File: src/include/aalo_pkg.sv
// constants for the arithmetic and logic datapath: op codes, flag positions, i/o map limits
// assumes the decoder presents one operation per cycle on a 5-bit op code
package aalo_pkg;
  // ==================================================
  // operation codes
  localparam logic [4:0] OP_ADD = 5'h00;
  localparam logic [4:0] OP_ADD_CARRY = 5'h01;
  localparam logic [4:0] OP_WORD_ADD_IMMEDIATE = 5'h02;
  localparam logic [4:0] OP_SUB = 5'h03;
  localparam logic [4:0] OP_SUB_CONSTANT = 5'h04;
  localparam logic [4:0] OP_SUB_WITH_BORROW = 5'h05;
  localparam logic [4:0] OP_SUB_CARRY_CONSTANT = 5'h06;
  localparam logic [4:0] OP_WORD_SUB_IMMEDIATE = 5'h07;
  localparam logic [4:0] OP_AND = 5'h08;
  localparam logic [4:0] OP_AND_CONSTANT = 5'h09;
  localparam logic [4:0] OP_OR = 5'h0a;
  localparam logic [4:0] OP_OR_CONSTANT = 5'h0b;
  localparam logic [4:0] OP_EXCLUSIVE_OR_REGS = 5'h0c;
  localparam logic [4:0] OP_ONES_COMPLEMENT = 5'h0d;
  localparam logic [4:0] OP_TWOS_COMPLEMENT = 5'h0e;
  localparam logic [4:0] OP_MASK_SET_BITS = 5'h0f;
  localparam logic [4:0] OP_MASK_CLEAR_BITS = 5'h10;
  localparam logic [4:0] OP_INCREMENT = 5'h11;
  localparam logic [4:0] OP_DECREMENT = 5'h12;
  localparam logic [4:0] OP_ZERO_MINUS_TEST = 5'h13;
  localparam logic [4:0] OP_REGISTER_ZERO = 5'h14;
  localparam logic [4:0] OP_REGISTER_ONES = 5'h15;
  localparam logic [4:0] OP_UNSIGNED_PRODUCT = 5'h16;
  localparam logic [4:0] OP_SIGNED_PRODUCT = 5'h17;
  localparam logic [4:0] OP_MIXED_SIGN_PRODUCT = 5'h18;
  // ==================================================
  // status flag bit positions
  localparam int FLAG_C = 0;
  localparam int FLAG_Z = 1;
  localparam int FLAG_N = 2;
  localparam int FLAG_V = 3;
  localparam int FLAG_S = 4;
  localparam int FLAG_H = 5;
  localparam logic [7:0] FLAGS_RESET = 8'h00;
  localparam logic [7:0] ALL_ONES = 8'hff;
  localparam logic [7:0] ALL_ZERO = 8'h00;
  // ==================================================
  // i/o access kinds and address map
  localparam logic [2:0] IO_TRANSFER = 3'h0;
  localparam logic [2:0] IO_DATA_ACCESS = 3'h1;
  localparam logic [2:0] IO_BIT_SET = 3'h2;
  localparam logic [2:0] IO_BIT_CLEAR = 3'h3;
  localparam logic [2:0] IO_SKIP_BIT_ONE = 3'h4;
  localparam logic [2:0] IO_SKIP_BIT_ZERO = 3'h5;
  localparam logic [7:0] IO_BIT_LAST = 8'h1f;
  localparam logic [7:0] IO_TRANSFER_LAST = 8'h3f;
  localparam logic [7:0] IO_DATA_OFFSET = 8'h20;
  localparam logic [7:0] IO_EXT_FIRST = 8'h60;
  // ==================================================
  // software register port
  localparam logic [1:0] REG_STATUS_FLAGS = 2'h0;
  localparam logic [1:0] REG_RESULT_LOW = 2'h1;
  localparam logic [1:0] REG_RESULT_HIGH = 2'h2;
  localparam logic [1:0] REG_OP_COUNT = 2'h3;
  // ==================================================
  // sequencer states
  typedef enum logic [1:0] {
    SEQ_IDLE = 2'b01,
    SEQ_SECOND = 2'b10
  } aalo_state_e;
endpackage : aalo_pkg

File: src/hw/aalo_core.sv
// arithmetic and logic execution datapath with i/o address mapping
// assumes the decoder fetches operands and writes results back; one clock, synchronous reset
//
// Chosen here: the register offsets and the address-and-strobe port.

`timescale 1ns/1ns

module aalo_core (
  // clock and reset
  input wire logic clk,
  input wire logic srst,
  // operation request
  input wire logic op_valid,
  input wire logic [4:0] op_code,
  input wire logic [7:0] dst_lo,
  input wire logic [7:0] dst_hi,
  input wire logic [7:0] source_register,
  input wire logic [7:0] imm,
  // operation result
  output logic res_valid,
  output logic [7:0] res_lo,
  output logic [7:0] res_hi,
  output logic res_wr_lo,
  output logic res_wr_hi,
  output logic res_to_r0,
  output logic busy,
  output logic [7:0] status_flags,
  // i/o access mapping
  input wire logic io_valid,
  input wire logic [2:0] io_kind,
  input wire logic [7:0] io_addr,
  input wire logic [2:0] io_bit,
  input wire logic [7:0] io_cur_value,
  output logic io_ack,
  output logic io_legal,
  output logic [7:0] io_data_addr,
  output logic [7:0] io_wmask,
  output logic [7:0] io_wvalue,
  output logic io_skip,
  // software register port
  input wire logic [1:0] reg_addr,
  input wire logic [7:0] reg_wdata,
  input wire logic reg_wr,
  input wire logic reg_rd,
  output logic [7:0] reg_rdata
);
  import aalo_pkg::*;

  // ==================================================
  // operand selection and shared adders
  aalo_state_e state;
  logic [7:0] opa;
  logic [7:0] opb;
  logic cin;
  logic [8:0] add9;
  logic [4:0] add_nib;
  logic [8:0] sub9;
  logic [4:0] sub_nib;
  logic [16:0] word17;
  logic signed [17:0] prod;
  logic [7:0] r8;
  logic [15:0] r16;
  logic wide;
  logic [7:0] upd;
  logic [7:0] nf;
  logic two_clk;
  logic next_wr_hi;
  logic next_to_r0;
  logic issue;
  logic [7:0] op_count;

  assign issue = op_valid && (state == SEQ_IDLE);

  always_comb begin
    opa = dst_lo;
    opb = source_register;
    cin = 1'b0;
    case (op_code)
      OP_SUB_CONSTANT, OP_AND_CONSTANT, OP_OR_CONSTANT, OP_MASK_SET_BITS: opb = imm;
      OP_SUB_CARRY_CONSTANT: begin
        opb = imm;
        cin = status_flags[FLAG_C];
      end
      OP_ADD_CARRY, OP_SUB_WITH_BORROW: cin = status_flags[FLAG_C];
      OP_INCREMENT, OP_DECREMENT: opb = 8'h01;
      OP_TWOS_COMPLEMENT: begin
        opa = ALL_ZERO;
        opb = dst_lo;
      end
      OP_MASK_CLEAR_BITS: opb = ALL_ONES - imm;
      OP_ZERO_MINUS_TEST, OP_REGISTER_ZERO: opb = dst_lo;
      default: opb = source_register;
    endcase
  end

  // the word adder and multiplier are shared with nothing: they sit on the two-clock path
  assign add9 = {1'b0, opa} + {1'b0, opb} + {8'h00, cin};
  assign add_nib = {1'b0, opa[3:0]} + {1'b0, opb[3:0]} + {4'h0, cin};
  assign sub9 = {1'b0, opa} - {1'b0, opb} - {8'h00, cin};
  assign sub_nib = {1'b0, opa[3:0]} - {1'b0, opb[3:0]} - {4'h0, cin};
  assign word17 = (op_code == OP_WORD_SUB_IMMEDIATE) ?
    ({1'b0, dst_hi, dst_lo} - {11'h000, imm[5:0]}) : ({1'b0, dst_hi, dst_lo} + {11'h000, imm[5:0]});
  assign prod = $signed({(op_code != OP_UNSIGNED_PRODUCT) && dst_lo[7], dst_lo})
    * $signed({(op_code == OP_SIGNED_PRODUCT) && source_register[7], source_register});

  // ==================================================
  // result and flag selection
  always_comb begin
    r8 = dst_lo;
    r16 = {dst_hi, dst_lo};
    wide = 1'b0;
    upd = 8'h00;
    nf = status_flags;
    two_clk = 1'b0;
    next_wr_hi = 1'b0;
    next_to_r0 = 1'b0;
    case (op_code)
      OP_ADD, OP_ADD_CARRY: begin
        r8 = add9[7:0];
        nf[FLAG_C] = add9[8];
        nf[FLAG_H] = add_nib[4];
        nf[FLAG_V] = (opa[7] == opb[7]) && (add9[7] != opa[7]);
        upd = 8'h2f;
      end
      OP_INCREMENT: begin
        r8 = add9[7:0];
        nf[FLAG_V] = (opa[7] == opb[7]) && (add9[7] != opa[7]);
        upd = 8'h0e;
      end
      OP_SUB, OP_SUB_CONSTANT, OP_SUB_WITH_BORROW, OP_SUB_CARRY_CONSTANT, OP_TWOS_COMPLEMENT: begin
        r8 = sub9[7:0];
        nf[FLAG_C] = sub9[8];
        nf[FLAG_H] = sub_nib[4];
        nf[FLAG_V] = (opa[7] != opb[7]) && (sub9[7] != opa[7]);
        upd = 8'h2f;
      end
      OP_DECREMENT: begin
        r8 = sub9[7:0];
        nf[FLAG_V] = (opa[7] != opb[7]) && (sub9[7] != opa[7]);
        upd = 8'h0e;
      end
      OP_WORD_ADD_IMMEDIATE: begin
        r16 = word17[15:0];
        wide = 1'b1;
        two_clk = 1'b1;
        next_wr_hi = 1'b1;
        nf[FLAG_C] = word17[16];
        nf[FLAG_V] = !dst_hi[7] && word17[15];
        nf[FLAG_S] = word17[15] ^ nf[FLAG_V];
        upd = 8'h1f;
      end
      OP_WORD_SUB_IMMEDIATE: begin
        r16 = word17[15:0];
        wide = 1'b1;
        two_clk = 1'b1;
        next_wr_hi = 1'b1;
        nf[FLAG_C] = word17[16];
        nf[FLAG_V] = dst_hi[7] && !word17[15];
        nf[FLAG_S] = word17[15] ^ nf[FLAG_V];
        upd = 8'h1f;
      end
      OP_AND, OP_AND_CONSTANT, OP_MASK_CLEAR_BITS, OP_ZERO_MINUS_TEST: begin
        r8 = opa & opb;
        nf[FLAG_V] = 1'b0;
        upd = 8'h0e;
      end
      OP_OR, OP_OR_CONSTANT, OP_MASK_SET_BITS: begin
        r8 = opa | opb;
        nf[FLAG_V] = 1'b0;
        upd = 8'h0e;
      end
      OP_EXCLUSIVE_OR_REGS, OP_REGISTER_ZERO: begin
        r8 = opa ^ opb;
        nf[FLAG_V] = 1'b0;
        upd = 8'h0e;
      end
      OP_ONES_COMPLEMENT: begin
        r8 = ALL_ONES - dst_lo;
        nf[FLAG_C] = 1'b1;
        nf[FLAG_V] = 1'b0;
        upd = 8'h0f;
      end
      OP_REGISTER_ONES: r8 = ALL_ONES;
      OP_UNSIGNED_PRODUCT, OP_SIGNED_PRODUCT, OP_MIXED_SIGN_PRODUCT: begin
        r16 = prod[15:0];
        wide = 1'b1;
        two_clk = 1'b1;
        next_wr_hi = 1'b1;
        next_to_r0 = 1'b1;
        nf[FLAG_C] = prod[15];
        upd = 8'h03;
      end
      default: r8 = dst_lo;
    endcase
    if (!wide) begin
      r16 = {dst_hi, r8};
    end
    nf[FLAG_Z] = wide ? (r16 == 16'h0000) : (r8 == ALL_ZERO);
    nf[FLAG_N] = wide ? r16[15] : r8[7];
  end

  // ==================================================
  // sequencer: two-clock ops hold the result one extra cycle
  logic [15:0] pend_res;
  logic [7:0] pend_flags;
  logic [7:0] pend_upd;
  logic pend_hi;
  logic pend_r0;

  always_ff @(posedge clk) begin
    if (srst) begin
      state <= SEQ_IDLE;
      busy <= 1'b0;
    end else begin
      case (state)
        SEQ_IDLE: begin
          if (issue && two_clk) begin
            state <= SEQ_SECOND;
            busy <= 1'b1;
          end
        end
        SEQ_SECOND: begin
          state <= SEQ_IDLE;
          busy <= 1'b0;
        end
        default: begin
          state <= SEQ_IDLE;
          busy <= 1'b0;
        end
      endcase
    end
  end

  always_ff @(posedge clk) begin
    if (srst) begin
      pend_res <= 16'h0000;
      pend_flags <= FLAGS_RESET;
      pend_upd <= 8'h00;
      pend_hi <= 1'b0;
      pend_r0 <= 1'b0;
    end else if (issue && two_clk) begin
      pend_res <= r16;
      pend_flags <= nf;
      pend_upd <= upd;
      pend_hi <= next_wr_hi;
      pend_r0 <= next_to_r0;
    end
  end

  // ==================================================
  // result outputs
  always_ff @(posedge clk) begin
    if (srst) begin
      res_valid <= 1'b0;
      res_lo <= 8'h00;
      res_hi <= 8'h00;
      res_wr_lo <= 1'b0;
      res_wr_hi <= 1'b0;
      res_to_r0 <= 1'b0;
    end else if (state == SEQ_SECOND) begin
      res_valid <= 1'b1;
      res_lo <= pend_res[7:0];
      res_hi <= pend_res[15:8];
      res_wr_lo <= 1'b1;
      res_wr_hi <= pend_hi;
      res_to_r0 <= pend_r0;
    end else if (issue && !two_clk) begin
      res_valid <= 1'b1;
      res_lo <= r8;
      res_hi <= dst_hi;
      res_wr_lo <= 1'b1;
      res_wr_hi <= 1'b0;
      res_to_r0 <= 1'b0;
    end else begin
      res_valid <= 1'b0;
      res_wr_lo <= 1'b0;
      res_wr_hi <= 1'b0;
      res_to_r0 <= 1'b0;
    end
  end

  // flags: a hardware update wins over a software write to the same bit in one cycle
  logic [7:0] hw_upd;
  logic [7:0] hw_val;
  assign hw_upd = (state == SEQ_SECOND) ? pend_upd : ((issue && !two_clk) ? upd : 8'h00);
  assign hw_val = (state == SEQ_SECOND) ? pend_flags : nf;

  always_ff @(posedge clk) begin
    if (srst) begin
      status_flags <= FLAGS_RESET;
    end else begin
      status_flags <= (hw_upd & hw_val)
        | (~hw_upd & ((reg_wr && reg_addr == REG_STATUS_FLAGS) ? reg_wdata : status_flags));
    end
  end

  always_ff @(posedge clk) begin
    if (srst) begin
      op_count <= 8'h00;
    end else if (issue) begin
      op_count <= op_count + 8'h01;
    end
  end

  // ==================================================
  // i/o address mapping
  logic next_legal;
  logic [7:0] next_daddr;
  logic [7:0] bit_mask;
  logic bit_now;

  assign bit_mask = 8'h01 << io_bit;
  assign bit_now = |(io_cur_value & bit_mask);

  always_comb begin
    next_legal = 1'b0;
    next_daddr = io_addr;
    case (io_kind)
      IO_TRANSFER: begin
        next_legal = io_addr <= IO_TRANSFER_LAST;
        next_daddr = io_addr + IO_DATA_OFFSET;
      end
      IO_DATA_ACCESS: begin
        next_legal = io_addr >= IO_DATA_OFFSET;
        next_daddr = io_addr;
      end
      IO_BIT_SET, IO_BIT_CLEAR, IO_SKIP_BIT_ONE, IO_SKIP_BIT_ZERO: begin
        next_legal = io_addr <= IO_BIT_LAST;
        next_daddr = io_addr + IO_DATA_OFFSET;
      end
      default: next_legal = 1'b0;
    endcase
  end

  // out-of-range addresses are guarded: io_ack still rises, but io_legal, the write mask and io_skip stay low
  always_ff @(posedge clk) begin
    if (srst) begin
      io_ack <= 1'b0;
      io_legal <= 1'b0;
      io_data_addr <= 8'h00;
      io_wmask <= 8'h00;
      io_wvalue <= 8'h00;
      io_skip <= 1'b0;
    end else begin
      io_ack <= io_valid;
      io_legal <= io_valid && next_legal;
      io_data_addr <= next_daddr;
      if (io_valid && next_legal && (io_kind == IO_BIT_SET || io_kind == IO_BIT_CLEAR)) begin
        io_wmask <= bit_mask;
        io_wvalue <= (io_kind == IO_BIT_SET) ? bit_mask : 8'h00;
      end else if (io_valid && next_legal && io_kind == IO_TRANSFER) begin
        io_wmask <= ALL_ONES;
        io_wvalue <= 8'h00;
      end else begin
        io_wmask <= (io_valid && next_legal && io_kind == IO_DATA_ACCESS) ? ALL_ONES : 8'h00;
        io_wvalue <= 8'h00;
      end
      io_skip <= io_valid && next_legal
        && ((io_kind == IO_SKIP_BIT_ONE && bit_now) || (io_kind == IO_SKIP_BIT_ZERO && !bit_now));
    end
  end

  // ==================================================
  // software register port
  always_ff @(posedge clk) begin
    if (srst) begin
      reg_rdata <= 8'h00;
    end else if (reg_rd) begin
      case (reg_addr)
        REG_STATUS_FLAGS: reg_rdata <= status_flags;
        REG_RESULT_LOW: reg_rdata <= res_lo;
        REG_RESULT_HIGH: reg_rdata <= res_hi;
        REG_OP_COUNT: reg_rdata <= op_count;
        default: reg_rdata <= 8'h00;
      endcase
    end else begin
      reg_rdata <= 8'h00;
    end
  end

endmodule : aalo_core

File: config.mk
export PLATFORM = sky130hd
export DESIGN_NAME = aalo_core
export DESIGN_NICKNAME = d
export VERILOG_FILES = /design/src/include/aalo_pkg.sv /design/src/hw/aalo_core.sv
export SDC_FILE = /design/constraint.sdc
export NUM_CORES = 1
export LEC_CHECK = 0
export BUFFER_PORTS_ARGS = -buffer_cell sky130_fd_sc_hd__buf_2
export CORE_ASPECT_RATIO = 2
export CORE_MARGIN = 5
export CORE_UTILIZATION = 50
export CTS_CLUSTER_DIAMETER = 120
export CTS_CLUSTER_SIZE = 24
export DETAILED_ROUTE_END_ITERATION = 6
export GPL_TIMING_DRIVEN = 0
export PLACE_DENSITY = 0.83
export SETUP_SLACK_MARGIN = 0.02
export SLEW_MARGIN = 20
export SYNTH_ARGS = -nofsm -noshare
export SYNTH_HDL_FRONTEND = slang
export SYNTH_SLANG_ARGS = --single-unit
File: constraint.sdc
create_clock -name clk -period 7.4 [get_ports clk]
set_input_delay 1.11 -clock clk [delete_from_list [all_inputs] [get_ports clk]]
set_output_delay 1.11 -clock clk [all_outputs]
set_load 0.1 [all_outputs]
==> metrics.csv <==
metric;value;unit
critical_path_arrival;7.44;ns
power.leakage;5.27;nW
ys_top_cells_by_area;dfxtp_1, fa_1, ha_1, inv_1, nor2_1;
routabilityCongestion;0.991;
worstSetupEndpointType;register;
initial_utilization;50.2;%
cts_htree_levels;3;
floorplan.die.width;111;um
global_route_wire_length_before_repair;51.8;mm
path_cells;buf_2 -> clkbuf_4 -> and2b_2 -> a41oi_4 -> buf_4 -> and2_1 -> fa_1 -> fa_1 -> fa_1 -> inv_1 -> fa_2 -> inv_1 -> ha_1 -> ha_1 -> or4_1 -> o22a_1 -> xor2_1 -> a222oi_1 -> o211a_1 -> nand3_1 -> or4_4 -> a211oi_2;
grt_overflow_total;0;
syn_area;10200;sq um
fp.dieArea;23500;sq um
fin_crit;7.19;ns
skew;0.00850;ns
post-synth-top-count-cell;inv_1;
synthTopCellsByCount;inv_1, nor2_1, dfxtp_1, nand2_1, ha_1;
nets_finish;1608;
final-hold-violation-count;0;
crit_path_top_delay_cell;fa_2;
critPathMaxStageDelay;0.61;ns
run_status;finished clean;
clock_insertion_delay_worst_skew;0.35;ns
io-pin-count;139;
cp_common_cell;fa_1;
finalWirelength;33.0;mm
post-place-ws;-0.406;ns
postLayoutSetupSlackWorst;0.214;ns
number_of_nets_with_antenna_violations_after_routing;0;
die_height;212;um
tritoncts;done;
synthesis.yosys.warnings;0;
fin_tns_setup;0;ns
clkSinkCount;101;
vias;9909;
clock_tree.root_cell;clkbuf_16;
antennaDiodeCount;0;
maxCapViolations;0;
grt_max_degree;19;
min_period_over_period;97.1;%
critical_path_class;input port to register;
setup_viol;0;
rr_worst_depth;14;
syn_nets;1462;
postSynth.asyncResetShare;0;%
ys_seq_area_share;19.9;%
grt_pass1_vias;10100;
synth.top_cell.area_share;19.9;%
max_slew_margin;38.9;%
worst_hold_path_type;register to register;
avgRoutedWirePerCell;19.9;um
max_freq;0.139;GHz
postSynthRegisterBits;101;
path_clk_slew;0.06;ns
synth.largest_area_cell;dfxtp_1;
transition_at_the_pin_with_the_smallest_max_transition_slack;0.907;ns
synth.lib_cells_used.distinct;81;
finalNonFillerCells;1655;
hold_path_depth;2;
crit_path_launch_type;input port;
worst_ep_required_time;7.65;ns
worst_ir_drop_vdd;0.212;mV
synthToLayoutAreaGrowth;13.4;%
core_region_area;20300;sq um
yosys_most_used_dff;dfxtp_1;
drtIter0Drc;753;
via_per_inst;5.99;
filler_cell_count;1864;
port_buffers;133;
slew_violations;0;
dp_hpwl;27.5;mm
cts-root-to-sink-buffers;2;
drtPass1Iterations;5;
groute.usage.overall;27.7;%
place_inst;1637;
num_rows;74;
avg_cell_area_syn;8.22;sq um
syn-instance-count;1238;
numCtsBuffers;9;
post_route_cells_drive_above_1_share;15.6;%
crit_path_max_fanout;10;
power_density;221;nW/um^2
synth_edf_count;0;
post-route-drc-count;0;
grt_antenna_before_repair;0;
==> flip-flops by register name, summed over array words and instances, names as in the netlist, 2 cells and up, named ones only <==
signal / count
res_lo: 8
io_wmask: 8
res_hi: 8
pend_upd: 5
io_wvalue: 8
reg_rdata: 8
io_data_addr: 8
status_flags: 2
pend_flags: 6
op_count: 8
pend_res: 16
==> logic make-up after synthesis <==
| logic type | share of synthesized area (%) |
|---|---|
| DFF | 19.9 |
| adders and majority gates | 23.3 |
| muxes | 4.13 |
| and+or+nand+nor | 21.7 |
| buffers and inverters | 7.69 |
| AOI/OAI and AO/OA | 19.0 |
| xor gates and xnor gates | 4.30 |
==> path summary, 6_finish.rpt <==
kind / from / to / slack (ns)
setup / recovery: op_code[4] / register / 0.21
setup reg to reg: register / register / 3.54
hold reg to reg: pend_flags[2] / pend_flags[2] / 0.47
hold / removal: pend_flags[2] / pend_flags[2] / 0.47
==> power breakdown <==
| group | internal (mW) | switching (mW) | total, mW |
|---|---|---|---|
| logic | 0.572 | 0.937 | 1.51 |
| registers | 0.569 | 0.0206 | 0.590 |
| clock network | 0.235 | 0.214 | 0.449 |
| total | 1.38 | 1.17 | 2.55 |
==> repair_timing <==
| item | in CTS | in global routing |
|---|---|---|
| setup buffers | 0 | 2 |
| gates resized for setup | 2 | 14 |
| setup endpoints to repair | 2 | 3 |
| hold buffers | 0 | 0 |
| cloned | 0 | 0 |
| pin swaps | 0 | 10 |
==> critical path, delay by kind of cell <==
kind,cells,cell delay [ns]
fa+ha+maj,6,2.69
simple gates,5,1.68
compound gates,5,1.12
buf+inv,5,0.70
xor+xnor,1,0.16
==> stage by stage <==
stage / util, % / power [mW] / hold WS (ns) / cell area, sq um
floorplan: - / 1.65 / 0.432 / 10200
global placement: 55.1 / 2.03 / 0.444 / 11200
detailed placement: 55.1 / 2.06 / 0.454 / 11200
CTS: 56.6 / 2.52 / 0.474 / 11500
global route: 56.9 / 2.72 / 0.501 / 11500
finish: 56.9 / 2.55 / 0.471 / 11500
==> area by class of cell <==
cell class | instances | area [sq um] | area share (%)
flip-flops and latches | 101 | 2020 | 17.5
clock buffers | 10 | 229 | 1.99
well taps | 266 | 333 | 2.89
multi-input cells | 939 | 7430 | 64.4
inverters | 132 | 495 | 4.30
plain buffers | 66 | 293 | 2.54
clock inverters | 6 | 53.8 | 0.466
repair buffers | 135 | 681 | 5.90
==> routing by layer <==
layer | track usage (%) | vias to the layer above | wire (um)
met5 | 0 | - | 0
met4 | 22.9 | 0 | 3080
met3 | 3.72 | 158 | 1850
met2 | 53.0 | 467 | 17300
met1 | 25.5 | 4709 | 10700
li1 | - | 4575 | -
==> layout by cell type, fill, tap and decap left out, types with 28 or more instances in the layout <==
cell	n
buf_2	144
a21oi_1	77
nand2_1	98
dfxtp_1	101
clkbuf_1	44
nor2_1	122
o21ai_0	37
fa_1	66
ha_1	81
xnor2_1	28
and2_1	45
nor2b_1	30
inv_1	130
Note: power is estimated with default switching activity, not from simulation.
